[src/inc/slm_regs.svh]
/*
 * Register offsets, field positions, reset values and thresholds of the
 * serial link mode selector. Definitions only; included by bare name.
 */
`ifndef SLM_REGS_SVH
`define SLM_REGS_SVH

`define SLM_ADDR_PORT_SEL   8'h1E
`define SLM_ADDR_RX_CAP     8'h20
`define SLM_ADDR_LINK_CTL   8'h5B
`define SLM_ADDR_STATUS     8'h5D

`define SLM_PORT_SEL_RST    8'h01
`define SLM_PORT_SEL_P0     8'h01
`define SLM_PORT_SEL_P1     8'h02
`define SLM_RX_CAP_RST      8'h00
`define SLM_LINK_CTL_RST    8'h20

`define SLM_CAP_DUAL_BIT    7
`define SLM_CTL_PLLRST_BIT  5
`define SLM_CTL_MODE_HI     2
`define SLM_CTL_MODE_LO     0
`define SLM_CTL_FORCE_DUAL  3'h3
`define SLM_CTL_NO_DUAL     3'h4

`define SLM_SINGLE_MAX_MHZ  8'h60
`define SLM_REPL_MAX_MHZ    8'h69

`endif

[src/inc/slm_pkg.sv]
/*
 * Types shared by the mode selector and its pixel splitter.
 * Assumes nothing beyond a SystemVerilog compiler.
 */
package slm_pkg;
    typedef enum logic [2:0] {
        SLM_IDLE,
        SLM_SINGLE0,
        SLM_SINGLE1,
        SLM_DUAL,
        SLM_REPLICATE
    } slm_mode_e;

    typedef logic [23:0] slm_pix_t;

    typedef struct packed {
        logic [1:0] valid;
        slm_pix_t data0;
        slm_pix_t data1;
        logic phase;
    } slm_split_s;

    typedef struct packed {
        logic [7:0] port_sel;
        logic [1:0][7:0] cap;
        logic [7:0] link_ctl;
        logic [3:0] sync1;
        logic [3:0] sync2;
        logic [7:0] freq_prev;
        slm_mode_e mode;
        logic pll_reset;
        logic port1_en;
        logic [7:0] rdata;
        logic rvalid;
    } slm_top_s;
endpackage

[src/inc/slm_pix_if.sv]
/*
 * Carries the applied mode and the pixel stream from the mode selector to
 * the splitter. Both ends share one clock.
 */
`timescale 1ns/1ps
interface slm_pix_if;
    import slm_pkg::*;
    slm_mode_e mode;
    logic frame_start;
    logic pix_valid;
    slm_pix_t pix_data;

    modport src (output mode, output frame_start, output pix_valid, output pix_data);
    modport snk (input mode, input frame_start, input pix_valid, input pix_data);
endinterface

[src/rtl/slm_mode_select.sv]
/*
 * Output mode selector of the video-to-serial bridge: holds the port
 * select, receiver capability and link control registers, picks single,
 * dual or replicate operation and steers pixels to the two ports.
 * Assumes a register port fed by the control bus slave on i_clk, a
 * frequency meter on i_clk, and receiver detect levels from the link side.
 */
`timescale 1ns/1ps
`include "slm_regs.svh"
module slm_mode_select
    import slm_pkg::*;
(
    // Clock and reset
    input wire logic i_clk,
    input wire logic i_rst,
    // Register port
    input wire logic i_reg_wr,
    input wire logic i_reg_rd,
    input wire logic [7:0] i_reg_addr,
    input wire logic [7:0] i_reg_wdata,
    output logic [7:0] o_reg_rdata,
    output logic o_reg_rvalid,
    // Downstream detect, from the link side
    input wire logic [1:0] i_rx_present,
    input wire logic [1:0] i_rx_dual_cap,
    // Measured input pixel clock, whole MHz
    input wire logic [7:0] i_pclk_mhz,
    // Video in
    input wire logic i_frame_start,
    input wire logic i_pix_valid,
    input wire logic [23:0] i_pix_data,
    // Serial ports out
    output logic [1:0] o_port_valid,
    output logic [23:0] o_port0_data,
    output logic [23:0] o_port1_data,
    output logic o_port1_phy_en,
    output logic o_port1_bc_en,
    // Status
    output logic o_pll_reset,
    output logic [2:0] o_mode
);
    slm_top_s q;
    slm_top_s d;
    slm_mode_e target;
    slm_mode_e applied;
    logic [2:0] ctl_mode;
    logic force_dual;
    logic no_dual;
    logic [1:0] present;
    logic [1:0] dual_cap;
    logic p1_dual_eff;
    logic sel_p1;

    slm_pix_if pix ();

    assign ctl_mode = q.link_ctl[`SLM_CTL_MODE_HI:`SLM_CTL_MODE_LO];
    assign force_dual = (ctl_mode == `SLM_CTL_FORCE_DUAL);
    assign no_dual = (ctl_mode == `SLM_CTL_NO_DUAL);
    assign present = q.sync2[1:0];
    assign dual_cap = q.sync2[3:2];
    assign sel_p1 = (q.port_sel == `SLM_PORT_SEL_P1);
    // Software override lets port 1 count as dual capable without detection
    assign p1_dual_eff = dual_cap[1] | q.cap[1][`SLM_CAP_DUAL_BIT];

    // Mode the links would run in, recomputed every cycle
    always_comb begin
        target = SLM_IDLE;
        if (force_dual) begin
            target = SLM_DUAL;
        end else if (present == 2'b00) begin
            target = SLM_IDLE;
        end else if (present == 2'b01) begin
            target = SLM_SINGLE0;
        end else if (present == 2'b10) begin
            // Forced single shuts the secondary link, so nothing can be sent
            target = no_dual ? SLM_IDLE : SLM_SINGLE1;
        end else if (no_dual) begin
            target = SLM_SINGLE0;
        end else if (dual_cap[0] && p1_dual_eff) begin
            // One dual-capable receiver on both ports
            target = (i_pclk_mhz > `SLM_SINGLE_MAX_MHZ) ? SLM_DUAL : SLM_SINGLE0;
        end else begin
            // Two independent receivers
            target = (i_pclk_mhz <= `SLM_REPL_MAX_MHZ) ? SLM_REPLICATE : SLM_SINGLE0;
        end
    end

    // The new mode is adopted on the first pixel of a frame only
    assign applied = i_frame_start ? target : q.mode;

    always_comb begin
        d = q;
        d.sync1 = {i_rx_dual_cap, i_rx_present};
        d.sync2 = q.sync1;
        d.mode = applied;
        d.freq_prev = i_pclk_mhz;
        // Zero means no reading yet, so leaving reset is no change; a clock
        // starting from a zero reading therefore does not reset the PLL
        d.pll_reset = q.link_ctl[`SLM_CTL_PLLRST_BIT] && (q.freq_prev != 8'h00)
            && (i_pclk_mhz != q.freq_prev);
        d.port1_en = !no_dual;
        d.rvalid = i_reg_rd;
        if (i_reg_wr) begin
            unique case (i_reg_addr)
                `SLM_ADDR_PORT_SEL: d.port_sel = i_reg_wdata;
                `SLM_ADDR_RX_CAP: d.cap[sel_p1] = i_reg_wdata;
                `SLM_ADDR_LINK_CTL: d.link_ctl = i_reg_wdata;
                default: d.port_sel = q.port_sel;
            endcase
        end
        if (i_reg_rd) begin
            unique case (i_reg_addr)
                `SLM_ADDR_PORT_SEL: d.rdata = q.port_sel;
                `SLM_ADDR_RX_CAP: d.rdata = q.cap[sel_p1];
                `SLM_ADDR_LINK_CTL: d.rdata = q.link_ctl;
                `SLM_ADDR_STATUS: d.rdata = {2'b00, present, dual_cap[0], q.mode};
                default: d.rdata = 8'h00;
            endcase
        end else begin
            d.rdata = 8'h00;
        end
    end

    always_ff @(posedge i_clk or posedge i_rst) begin
        if (i_rst) begin
            q.port_sel <= `SLM_PORT_SEL_RST;
            q.cap <= {`SLM_RX_CAP_RST, `SLM_RX_CAP_RST};
            q.link_ctl <= `SLM_LINK_CTL_RST;
            q.sync1 <= 4'h0;
            q.sync2 <= 4'h0;
            q.freq_prev <= 8'h00;
            q.mode <= SLM_IDLE;
            q.pll_reset <= 1'b0;
            q.port1_en <= 1'b1;
            q.rdata <= 8'h00;
            q.rvalid <= 1'b0;
        end else begin
            q <= d;
        end
    end

    assign pix.mode = applied;
    assign pix.frame_start = i_frame_start;
    assign pix.pix_valid = i_pix_valid;
    assign pix.pix_data = i_pix_data;

    slm_pixel_split u_split (
        .i_clk(i_clk),
        .i_rst(i_rst),
        .pix(pix),
        .o_valid(o_port_valid),
        .o_data0(o_port0_data),
        .o_data1(o_port1_data)
    );

    assign o_reg_rdata = q.rdata;
    assign o_reg_rvalid = q.rvalid;
    assign o_port1_phy_en = q.port1_en;
    assign o_port1_bc_en = q.port1_en;
    assign o_pll_reset = q.pll_reset;
    assign o_mode = q.mode;
endmodule

[src/rtl/slm_pixel_split.sv]
/*
 * Distributes the pixel stream onto the two serial ports by mode.
 * Assumes the mode on the interface only changes at a frame start.
 */
`timescale 1ns/1ps
module slm_pixel_split
    import slm_pkg::*;
(
    // Clock and reset
    input wire logic i_clk,
    input wire logic i_rst,
    // Stream in
    slm_pix_if.snk pix,
    // Ports out
    output logic [1:0] o_valid,
    output slm_pix_t o_data0,
    output slm_pix_t o_data1
);
    slm_split_s q;
    slm_split_s d;
    logic [1:0] take;

    always_comb begin
        take = 2'b00;
        unique case (pix.mode)
            SLM_IDLE: take = 2'b00;
            SLM_SINGLE0: take = 2'b01;
            SLM_SINGLE1: take = 2'b10;
            // Frame start realigns the phase so pixel 0 always lands on port 0
            SLM_DUAL: take = (pix.frame_start || !q.phase) ? 2'b01 : 2'b10;
            SLM_REPLICATE: take = 2'b11;
        endcase
        d = q;
        d.valid = pix.pix_valid ? take : 2'b00;
        if (pix.pix_valid && take[0]) begin
            d.data0 = pix.pix_data;
        end
        if (pix.pix_valid && take[1]) begin
            d.data1 = pix.pix_data;
        end
        if (pix.pix_valid) begin
            d.phase = (pix.mode == SLM_DUAL) ? take[0] : 1'b0;
        end else if (pix.frame_start) begin
            d.phase = 1'b0;
        end
    end

    always_ff @(posedge i_clk or posedge i_rst) begin
        if (i_rst) begin
            q <= '0;
        end else begin
            q <= d;
        end
    end

    assign o_valid = q.valid;
    assign o_data0 = q.data0;
    assign o_data1 = q.data1;
endmodule

[config.mk]
export PLATFORM = sky130hd
export DESIGN_NAME = slm_mode_select
export DESIGN_NICKNAME = d
export VERILOG_FILES = /design/src/inc/slm_pkg.sv /design/src/inc/slm_pix_if.sv /design/src/rtl/slm_mode_select.sv /design/src/rtl/slm_pixel_split.sv
export VERILOG_INCLUDE_DIRS = /design/src /design/src/inc
export SDC_FILE = /design/constraint.sdc
export NUM_CORES = 1
export LEC_CHECK = 0
export BUFFER_PORTS_ARGS = -buffer_cell sky130_fd_sc_hd__buf_2
export CAP_MARGIN = 20
export CORE_ASPECT_RATIO = 1.25
export CORE_MARGIN = 5
export CORE_UTILIZATION = 50
export DETAILED_ROUTE_END_ITERATION = 7
export PLACE_DENSITY = 0.81
export SETUP_SLACK_MARGIN = 0.3
export SLEW_MARGIN = 10
export SYNTH_ARGS = -nofsm -noshare
export SYNTH_HDL_FRONTEND = slang
export SYNTH_HIERARCHICAL = 1
export SYNTH_SLANG_ARGS = --single-unit
[constraint.sdc]
create_clock -name i_clk -period 3.95 [get_ports i_clk]
set_clock_uncertainty 0.05 [all_clocks]
set_input_delay 0 -clock i_clk [delete_from_list [all_inputs] [get_ports i_clk]]
set_output_delay 0 -clock i_clk [all_outputs]
set_load 0.005 [all_outputs]
==> results of run 1 <==
## worst max-delay path, stage by stage, from the launching register on
cell and delay, ns:
dfrtp_1 0.40, or3b_2 0.49, nand2_1 0.13, o41ai_1 0.09
a21oi_1 0.40, xnor2_1 0.19, nor2_2 0.07, o21ai_4 0.13
buf_4 0.39, mux2_2 0.39
## power by group
part / switching [W] / internal (W) / leakage (nW) / total, W
clock: 0.000474 / 0.000910 / 0.275 / 0.00138
sequential: 0.0000943 / 0.00133 / 1.41 / 0.00142
combinational: 0.000230 / 0.000328 / 1.51 / 0.000558
## worst paths after layout
check	start	to	slack, ns	depth (start not counted)
worst min-delay path	i_rst	u_split/o_valid[1]	0.04	3
min in group i_clk	i_reg_addr[4]	o_reg_rdata[0]	0.04	5
max in group asynchronous	i_rst	q[54]	2.71	4
worst min register to register	d[24]	dual_cap[0]	0.30	0
worst max-delay path	ctl_mode[1]	u_split/o_data0[21]	1.08	9
worst max register to register	ctl_mode[1]	u_split/o_data0[21]	1.08	9
## placed cells by master (no fill, tap or decap), types with 2 or more instances in the layout
| cell type | n |
|---|---|
| buf_2 | 122 |
| dfrtp_1 | 110 |
| mux2_2 | 53 |
| dlygate4sd3_1 | 49 |
| mux2_4 | 27 |
| clkbuf_16 | 17 |
| a21oi_1 | 13 |
| o21ai_0 | 12 |
| and3_1 | 9 |
| xor2_1 | 9 |
| a21boi_0 | 8 |
| clkbuf_8 | 7 |
| inv_1 | 6 |
| a22o_1 | 6 |
| a22oi_1 | 6 |
| nand2_1 | 5 |
| nor4_1 | 4 |
| buf_4 | 4 |
| nor2_1 | 3 |
| a32oi_1 | 3 |
| clkbuf_1 | 3 |
| clkinv_2 | 3 |
| dfstp_2 | 3 |
| nand2b_1 | 2 |
| or3b_2 | 2 |
| a31oi_1 | 2 |
| or4_1 | 2 |
| inv_2 | 2 |
## synth_stat cells, types with 3 or more instances
cell type / n / area share (%)
dfrtp_1: 110 / 52
buf_4: 62 / 8.8
mux2_2: 53 / 11
mux2_4: 27 / 7.7
a21oi_1: 13 / 1.2
o21ai_0: 12 / 1.1
and3_1: 9 / 1.1
xor2_1: 9 / 1.5
a21boi_0: 8 / 1.1
inv_1: 8 / 0.57
a22o_1: 6 / 1.0
a22oi_1: 6 / 0.85
nand2_1: 5 / 0.36
nor4_1: 4 / 0.47
a32oi_1: 3 / 0.50
buf_12: 3 / 1.1
buf_6: 3 / 0.64
clkbuf_1: 3 / 0.21
dfstp_2: 3 / 1.5
nor2_1: 3 / 0.21
## cell type report
type	count	area, um2
clock inverter	4	22.5
inverter	8	30.0
tap	132	165
clock buffer	27	533
sequential	113	2830
fill	777	3880
timing repair buffer	176	1150
multi-input combinational	192	1840
## cells by family after synthesis
group | Yosys count | share of synthesized area, %
simple gates | 45 | 6.78
mux | 81 | 19.2
xor+xnor | 10 | 1.66
compound gates | 56 | 7.23
buf+inv | 80 | 11.5
flops | 113 | 53.7
## flip-flops by register name (all words and copies together), names as in the netlist
| name | count |
|---|---|
| q | 37 |
| o_port1_bc_en | 1 |
| u_split/o_valid | 2 |
| d | 4 |
| present | 2 |
| u_split/q | 1 |
| ctl_mode | 3 |
| o_mode | 3 |
| dual_cap | 2 |
| o_reg_rvalid | 1 |
| o_reg_rdata | 8 |
| u_split/o_data1 | 24 |
| o_pll_reset | 1 |
| u_split/o_data0 | 24 |
## stage by stage
step / hold WS, ns / area, um2 / worst slack, ns / utilization, %
after detailed placement: 0.0604 / 5510 / 1.09 / 52.7
after global routing: 0.0488 / 6570 / 0.923 / 62.8
final: 0.0388 / 6570 / 1.08 / 62.8
after CTS: 0.0168 / 6550 / 1.07 / 62.7
after floorplan: -0.0186 / 5280 / 1.44 / -
after global placement: 0.0603 / 5510 / 1.21 / 52.7
## layer usage
layer  global-route usage, %  up-vias  routed length [um]
met5                       0        -                   0
met4                    7.72        0                 178
met3                    6.55       15                 854
met2                    29.9      125                5650
met1                    20.8     1652                4220
li1                        -     1556                   -
## repair_timing
action / 4_1_cts / 5_1_grt
hold buffers: 49 / 0
setup buffers: 0 / 0
hold endpoints to repair: 191 / 0
resized for setup: 0 / 0
==> results.txt, run 1 <==
The number of enable-type register cells in the synthesized netlist was 0; the residual DRC count was 0. Among all flip-flop cells after synthesis, the most frequent one is dfrtp_1. Measured along the x axis, the die boundary spans 102 um.

Measured against its own limit, the worst slew margin works out to 40.2%. Number of core rows: 42. For this design the static power due to leakage is 3.20 nW. The run gives 3,348 as the number of vias in the routed layout.

For the pin with the worst max-slew slack, the measured transition is 0.897 ns. Endpoint arrival time on the critical path: 3.10 ns. The post-layout minimum cycle time came out at 2.87 ns. Setup violations remaining at the end of the flow were counted as 0. The total overflow left after global routing is 0. For the max-slew violation count, the log shows 0. The number of clock buffers inserted by TritonCTS came out at 17. The global-route wire length before repair is 17.9 mm. The number of vias per cell after detailed routing is 5.13. The clock root buffer master was clkbuf_16.

Synthesis inferred 113 register bits. The run finished with clean final reports. The number of optimization iterations in the first detailed-route pass is 4. In the final routed layout, each cell accounts on average for 16.7 um. Dividing the synthesized area by the synthesized cell count gives 13.7 um2. Start-to-end type of the worst setup path: flop to flop. Initial antenna violation count: 0. The count of port buffers added during placement was 122.

The count of unique library cells instantiated by Yosys was 51. The tools report the post-route total power as 0.00337 W. The via count of the first global-routing pass came out at 3,688. The worst path uses 72.6% of the clock period.

From synthesis to final layout, the design area changed by 24.6%. The net count of the mapped netlist is 443. The path class of the tightest hold or removal check is input port to asynchronous set/reset pin. After the first detailed-routing iteration, the DRC count stood at 91. The logs give 0.40 ns for the clock latency on the worst-skew pair and 7.47 mm for the half-perimeter wire length of the detailed placement result. TritonCTS built the clock tree. The cell area that synthesis handed to floorplanning was 5280 um2.

The tools report the total routing usage reported by global routing as 18.1%. STA classifies the critical path startpoint as a flop. The count of cells in the finished layout, fillers not included, comes to 652. The total negative slack for setup checks is 0 ns, and the routability congestion estimate from global placement is 0.796. In this run the deepest clock path goes through 2 buffers. For this run, the post-layout net count is 566.

In the synthesized netlist the async set-or-reset flop fraction comes to 100%. The fraction of layout instances using a drive strength above 1 is 49.2%. Counting every sink on the clock net gives 113.

Based on the critical path, the design can be clocked at up to 349 MHz. The gate count of the mapped netlist is 385, and the number of hold violations in the final report is 0. The worst setup path is captured at a flop. Power spread over the standard cell area amounts to 512 nW/um2. Number of primary I/O pins: 123.

The H-tree depth reported by CTS was 4. Entering global routing, the biggest net connects 52 pins. The floorplan step set the die height to 125 um.

The area of the die was 12,700 um2; the clock-pin slew reported for the worst setup and hold paths after clock tree synthesis was 0.05 ns. For this configuration, the core starts out at a cell density of 50.5%. VDD sags by at most 0.365 mV. The Yosys step of the flow raised 6 warnings. The number of antenna diodes came out at 0. At the worst endpoint, the required time is 4.18 ns.

The number of placed instances, taps included, is 571. The core region is 10,500 um2. Of the synthesized area, sequential elements account for 53.7%. Setup repair after global routing left no endpoint under its margin.

The peak fanout along the critical path was 25; the count of max-cap constraint violations was 0. For this block, the routed nets add up to 10.9 mm of wire. Once detail routing completed, the nets flagged for antenna violations numbered 0.
Note: power is estimated with default switching activity, not from simulation.
==> inputs of run 2 (changes only) <==
==> constraint.sdc (replaced) <==
create_clock -name i_clk -period 2.7 [get_ports i_clk]
set_clock_uncertainty 0.05 [all_clocks]
set_input_delay 0 -clock i_clk [delete_from_list [all_inputs] [get_ports i_clk]]
set_output_delay 0 -clock i_clk [all_outputs]
set_load 0.005 [all_outputs]
==> run 2 against run 1 <==
  * Global-route usage up 2.7 points
  * Wire length is 17% higher
  * Power rose by 60%
  * Via count grew 5.2%
  * Worst hold slack worse by 0.021 ns
  * Register-to-register slack worse by 0.87 ns
  * Largest cell class unchanged
==> results.txt, run 2 (synthesis results as in run 1) <==
The tools report the number of antenna diodes as 0 (unchanged). For the total congestion overflow after global routing, the log shows 0 (unchanged). The run gives 38.9% (-3.4 points) as the share of total power in sequential cells. The count of port buffers added during placement is 122 (unchanged).

The H-tree depth reported by CTS is 4 (unchanged). Final-report setup violation count: 0 (unchanged). Compared with the post-synthesis result, the final layout area differs by 31.9%.

For the number of fillers in the final layout, the log shows 722 (-7.1%). The tools report the internal power component as 0.00408 W (+59%). The number of vias per cell after detailed routing is 5.27 (+2.6%), and the total routing usage reported by global routing is 20.8% (+2.7 points).

The remaining max-slew budget at the tightest pin was 39.8% (-0.37 points); the horizontal die dimension was 102 um (unchanged). The run gives 583 (+3.0%) as the net count of the finished layout. The run gives 0.00131 W (+63%) as the switching power. The endpoint arrival time on the critical path is 2.73 ns (-0.37 ns). The number of optimization iterations in the first detailed-route pass was 4 (unchanged). The minimum setup slack after placement was 0.210 ns (-0.879 ns). Walking the worst path, the cells encountered are or3b_4 -> nand2_4 -> o41ai_4 -> a21oi_2 -> buf_4 -> xnor2_2 -> nor2_2 -> o21ai_4 -> buf_12 -> clkbuf_16 -> mux2_4.

Net switching share of the total power: 24.2% (+0.51 points). The tools report the clock latency on the worst-skew pair as 0.41 ns (about the same). The run gives 0 ns (unchanged) as the total negative slack for setup checks. The vertical die dimension came out at 125 um (unchanged).

More flip-flops sit in one register than any other, and that register is q. The largest stage delay on the critical path works out to 0.43 ns (-0.06 ns). The initial antenna violation count was 0 (unchanged). The tools report the half-perimeter wire length of the detailed placement result as 7.71 mm (+3.2%). The number of sinks on the clock net was 113 (unchanged).

The tools report the number of core rows as 42 (unchanged). The critical path is of the flop to flop type. The tools report the area of the die as 12,700 um2 (unchanged). The number of hold violations in the final report was 0 (unchanged). The fraction of power consumed by combinational cells came out at 17.5% (+0.9 points). The clock-pin slew reported for the worst setup and hold paths after clock tree synthesis was 0.05 ns (about the same). Setup repair after global routing could not meet its margin everywhere. The final clock period utilization by the worst path came out at 92.2% (+20 points). The total wire length was 12.7 mm (+17%); the global-route wire length before repair was 20.4 mm (+14%).

Proportion of power drawn by the clock network: 43.6% (+2.5 points). TritonCTS built the clock tree. The peak fanout along the critical path was 6 (-76%); the placed instance count was 575 (+0.70%).

The flow ran to the end, and the final reports show no timing, DRC or antenna violations. The power density relative to cell area was 774 nW/um2 (+51%). The run gives 0.211 ns (-0.873 ns) as the worst setup margin.

The max-slew violation count came out at 0 (unchanged). The most common cell after layout, fill and taps aside is buf_2. Top cell family by delay on the critical path: simple AND/OR/NAND/NOR gates. The post-layout minimum cycle time was 2.49 ns (-0.377 ns). The combined buffer and inverter count along the critical path works out to 3 (+2). The run gives 0 (unchanged) as the final antenna-violating net count.

For the initial detailed-routing violation count, the log shows 96 (+5.5%). The largest buffer count on any clock path was 2 (unchanged); the fraction of layout instances using a drive strength above 1 was 52.7% (+3.5 points). The logs give 3.40 nW (+6.5%) for the static leakage and 17 (unchanged) for the number of clock buffers inserted by TritonCTS. The timing-limited maximum frequency was 402 MHz (+15%). The kind of start point of the critical path is a flop. The tools report the largest net degree at the start of global routing as 53 (+1.9%).

Routability congestion estimate from global placement: 0.820 (+3.0%). Count of max-cap constraint violations: 0 (unchanged). The routed length per placed instance came out at 19.0 um (+14%).

The tools report the clock root buffer master as clkbuf_16. For the via count of the first global-routing pass, the log shows 4,045 (+9.7%). Among all stages on the critical path, the largest delay is contributed by or3b_4.

The number of primary I/O pins was 123 (unchanged). STA classifies the critical path endpoint as a flop. The tightest min-delay check is of the input port to asynchronous set/reset pin type.

The number of vias in the routed layout is 3,523 (+5.2%). For the critical path data required time, the log shows 2.94 ns (-1.24 ns). The peak ir drop on the vdd network was 0.551 mV (+51%); the residual DRC count was 0 (unchanged).

The tools report the placeable core region as 10,500 um2 (unchanged). The pin slew with the least headroom to its limit was 0.903 ns (+0.00552 ns); the number of standard cells in the final layout excluding fillers was 669 (+2.6%). In the layout the commonest cells are 122 x buf_2, 110 x dfrtp_1, 49 x dlygate4sd3_1. The flip-flop count of the largest register after layout came out at 37 (unchanged).

The starting density of the core is 50.5% (unchanged).
run 2: cell count changes in the layout (fill, tap and decap cells not counted), moves of 3 or more:
cell       before  now
buf_12          1    4
buf_4           4   14
bufinv_16       0    4
clkbuf_8        7    2
mux2_2         53   48
mux2_4         27   32
run 2: layout make-up:
class	instances	area, um2	area share [%]
sequential	113	2830	40.7
multi-input combinational	192	1920	27.6
timing repair buffer	193	1390	20.0
clock buffer	21	460	6.62
tap	132	165	2.37
clock inverter	10	159	2.28
inverter	8	30.0	0.431
run 2: path summary, 6_finish.rpt:
path	start	endpoint	slack [ns]	cells after the start
max	ctl_mode[0]	u_split/o_data0[0]	0.21	11
min	i_rst	q[44]	0.02	3
max reg2reg	ctl_mode[0]	u_split/o_data0[0]	0.21	11
min reg2reg	d[24]	dual_cap[0]	0.29	0
max in group asynchronous	i_rst	present[1]	1.67	4
min in group i_clk	i_reg_addr[3]	o_reg_rdata[6]	0.04	5
run 2: power groups by stage:
stage | clock (W) | sequential, W | combinational (W)
floorplan | 0 | 0.00206 | 0.000729
global placement | 0 | 0.00209 | 0.000760
detailed placement | 0 | 0.00210 | 0.000788
CTS | 0.00238 | 0.00208 | 0.000896
global route | 0.00246 | 0.00212 | 0.00102
finish | 0.00235 | 0.00209 | 0.000942
run 2: timing repair:
action | 4_1_cts | 5_1_grt
endpoints found under the hold margin | 210 | 0
setup endpoints to repair | 48 | 48
gates resized for setup | 8 | 6
pin swaps | 6 | 2
buffers inserted | 5 | 4
hold buffers | 49 | 0
gates cloned | 2 | 2
run 2: worst min-delay path, delay by kind of cell:
kind	cells	cell delay (ns)
buf+inv	3	0.85
run 2: layer usage:
metal | wire (um) | global-route usage, %
met5 | 0 | 0
met4 | 274 | 8.26
met3 | 950 | 7.06
met2 | 6700 | 35.8
met1 | 4790 | 23.3
run 2: stage by stage:
| step | area (um2) | power (W) | hold slack [ns] | util (%) |
|---|---|---|---|---|
| final | 6960 | 0.00539 | 0.0181 | 66.6 |
| after global routing | 6960 | 0.00561 | 0.0399 | 66.6 |
| after CTS | 6820 | 0.00535 | 0.0126 | 65.3 |
| after detailed placement | 5580 | 0.00289 | -0.101 | 53.4 |
| after global placement | 5580 | 0.00285 | -0.103 | 53.4 |
| after floorplan | 5290 | 0.00279 | -0.0186 | - |
==> inputs of run 3 (changes only) <==
==> constraint.sdc (replaced) <==
create_clock -name i_clk -period 2.4 [get_ports i_clk]
set_clock_uncertainty 0.05 [all_clocks]
set_input_delay 0 -clock i_clk [delete_from_list [all_inputs] [get_ports i_clk]]
set_output_delay 0 -clock i_clk [all_outputs]
set_load 0.005 [all_outputs]
==> run 3 against run 2 <==
  * Final area down 1.5%
  * First-iteration DRC count down 8.3%
  * Global-route usage down 0.60 points
  * Worst hold slack better by 0.010 ns
  * Register-to-register slack worse by 0.20 ns
  * Setup slack worse by 0.20 ns
  * Die area unchanged
  * Count of clock-buffer cells in the layout down 1
  * Core utilization down 1.0 points
  * Sequential cell count unchanged
  * Via count down 0.85%
  * Largest power group unchanged
  * Highest routed layer unchanged
==> results.txt, run 3 (synthesis results as in run 1) <==
The flow ran to the end, and the final reports show no timing, DRC or antenna violations. The initial antenna violation count is 0 (unchanged). Peak fanout along the critical path: 14 (+8). The layout overhead on the synthesized area is 29.9%.

The total routing usage reported by global routing is 20.2% (-0.60 points), and the worst hold slack after final layout is 0.0284 ns (+0.0102 ns). For the number of clock buffers inserted by TritonCTS, the log shows 17 (unchanged). The run gives 0 (unchanged) as the number of hold violations in the final report. The kind of start point of the critical path is a flop.

The vertical die dimension works out to 125 um (unchanged). The power density relative to cell area works out to 880 nW/um2 (+14%). The net count of the finished layout is 582 (-0.17%). The timing-limited maximum frequency came out at 418 MHz (+4.1%). The horizontal die dimension came out at 102 um (unchanged).

The critical path is of the flop to flop type. The run gives 12,700 um2 (unchanged) as the area of the die. The worst hold path belongs to the class input port to flop.

The clock-pin slew reported for the worst setup and hold paths after clock tree synthesis came out at 0.05 ns (about the same). For the max-slew violation count, the log shows 0 (unchanged). Setup repair after global routing could not meet its margin everywhere. The internal power component was 0.00463 W (+13%).

The worst setup path is captured at a flop. The fraction of power consumed by combinational cells is 16.3% (-1.2 points). The largest buffer count on any clock path is 2 (unchanged). The clock latency on the worst-skew pair was 0.40 ns (about the same); the via count of the first global-routing pass was 4,028 (-0.42%). The peak ir drop on the vdd network was 0.620 mV (+12%).

The switching power is 0.00141 W (+7.9%). The remaining max-slew budget at the tightest pin is 40.0% (+0.21 points). The top cell family by delay on the critical path was compound AO/OA/AOI/OAI gates. The number of vias per cell after detailed routing came out at 5.23 (-0.70%). The placeable core region came out at 10,500 um2 (unchanged). The most common cell after layout, fill and taps aside was buf_2. The number of core rows came out at 42 (unchanged).

Number of sinks on the clock net: 113 (unchanged). The largest stage delay on the critical path was 0.37 ns (-0.06 ns). The global-route wire length before repair is 20.1 mm (-1.8%), and the H-tree depth reported by CTS is 4 (unchanged). Placed instance count: 584 (+1.6%). The post-layout minimum cycle time came out at 2.39 ns (-0.0983 ns). The tools report the endpoint arrival time on the critical path as 2.62 ns (-0.11 ns). The final-report setup violation count came out at 0 (unchanged).

For the final antenna-violating net count, the log shows 0 (unchanged). Walking the worst path, the cells encountered are or3b_4 -> nand2_4 -> o41ai_2 -> a21oi_2 -> buf_4 -> and3b_4 -> o21ai_4 -> buf_12 -> mux2_4. The routability congestion estimate from global placement was 0.799 (-2.5%); the routed length per placed instance was 17.9 um (-6.0%). The number of primary I/O pins was 123 (unchanged); the pin slew with the least headroom to its limit was 0.899 ns (-0.00312 ns).

The initial detailed-routing violation count is 88 (-8.3%). The half-perimeter wire length of the detailed placement result was 8.01 mm (+3.9%). The library cells used most frequently in the layout, excluding fill and tap cells, are 122 x buf_2, 110 x dfrtp_1, 52 x mux2_2. The number of vias in the routed layout came out at 3,493 (-0.85%). The number of antenna diodes came out at 0 (unchanged). The logs give 0 (unchanged) for the count of max-cap constraint violations and 50.5% (unchanged) for the starting density of the core. TritonCTS built the clock tree. The run gives 0 (unchanged) as the residual DRC count. The number of optimization iterations in the first detailed-route pass was 4 (unchanged); the number of standard cells in the final layout excluding fillers was 668 (-0.15%). For the share of total power in sequential cells, the log shows 39.0% (about the same). More flip-flops sit in one register than any other, and that register is q. The total congestion overflow after global routing was 0 (unchanged); the count of port buffers added during placement was 122 (unchanged). The proportion of power drawn by the clock network was 44.7% (+1.1 points).

The tree is rooted in a clkbuf_16. The tools report the critical path data required time as 2.63 ns (-0.31 ns). Fraction of layout instances using a drive strength above 1: 52.6% (-0.088 points). Among all stages on the critical path, the largest delay is contributed by dfrtp_1. The net switching share of the total power was 23.3% (-0.89 points). The run gives 11.9 mm (-6.1%) as the total wire length.

The final clock period utilization by the worst path is 99.6% (+7.4 points). The run gives 26 (-51%) as the largest net degree at the start of global routing. The combined buffer and inverter count along the critical path was 2 (-1). The static leakage is 3.35 nW (-1.5%), and the flip-flop count of the largest register after layout is 37 (unchanged).
## run 3: changes by cell type in the layout (fill, tap and decap cells not counted), moves of 2 or more
cell / previous run / this run
buf_4: 14 / 18
clkbuf_16: 19 / 17
buf_16: 2 / 0
mux2_2: 48 / 52
mux2_4: 32 / 28
## run 3: worst register-to-register path, delay by kind of cell, from the launching register on
kind | cells | cell delay, ns
AO/OA/AOI/OAI | 3 | 0.70
AND/OR/NAND/NOR | 3 | 0.48
flip-flops | 1 | 0.37
buffers and inverters | 2 | 0.36
multiplexers | 1 | 0.32
## run 3: path summary, 6_finish.rpt
path	from	to	slack, ns	depth (start not counted)
min in group asynchronous	i_rst	u_split/o_data1[12]	0.05	3
hold / removal	i_pclk_mhz[0]	o_pll_reset	0.03	4
hold reg to reg	d[23]	present[1]	0.29	0
setup / recovery	ctl_mode[2]	u_split/o_data0[8]	0.009	9
setup reg to reg	ctl_mode[2]	u_split/o_data0[8]	0.009	9
max in group asynchronous	i_rst	q[35]	1.53	4
## run 3: per-stage QoR
stage / setup WS, ns / total power [W] / instance area, um2 / TNS [ns] / util, %
after floorplan: 0.0483 / 0.00315 / 5310 / 0 / -
after global placement: 0.0452 / 0.00323 / 5670 / 0 / 54.2
after detailed placement: -0.0230 / 0.00327 / 5670 / -0.308 / 54.2
after CTS: 0.0281 / 0.00606 / 6830 / 0 / 65.3
after global routing: -0.104 / 0.00629 / 6860 / -4.07 / 65.6
final: 0.00950 / 0.00603 / 6860 / 0 / 65.6
## run 3: power groups by stage
stage               clock, W  sequential, W  combinational, W
global placement           0        0.00235          0.000878
floorplan                  0        0.00232          0.000825
CTS                  0.00274        0.00234          0.000980
detailed placement         0        0.00236          0.000907
finish               0.00270        0.00235          0.000985
global route         0.00283        0.00239           0.00108
## run 3: cell type report
| type | instances | area, um2 |
|---|---|---|
| Clock buffer | 20 | 447 |
| Clock inverter | 11 | 186 |
| Fill cell | 766 | 3600 |
| Inverter | 8 | 30.0 |
| Multi-Input combinational cell | 192 | 1900 |
| Sequential cell | 113 | 2830 |
| Tap cell | 132 | 165 |
| Timing Repair Buffer | 192 | 1300 |
## run 3: routing by layer
layer	global-route usage [%]	vias up	wire length [um]
li1	-	1586	-
met2	34.0	139	6230
met4	7.41	0	166
met1	24.0	1751	4670
met5	0	-	0
met3	6.27	17	877
## run 3: what timing repair did
action,in CTS,in global routing
endpoints found under the hold margin,208,0
pin swaps,1,0
hold buffers,49,0
setup endpoints to repair,50,51
gates resized for setup,3,4
buffers inserted,4,0
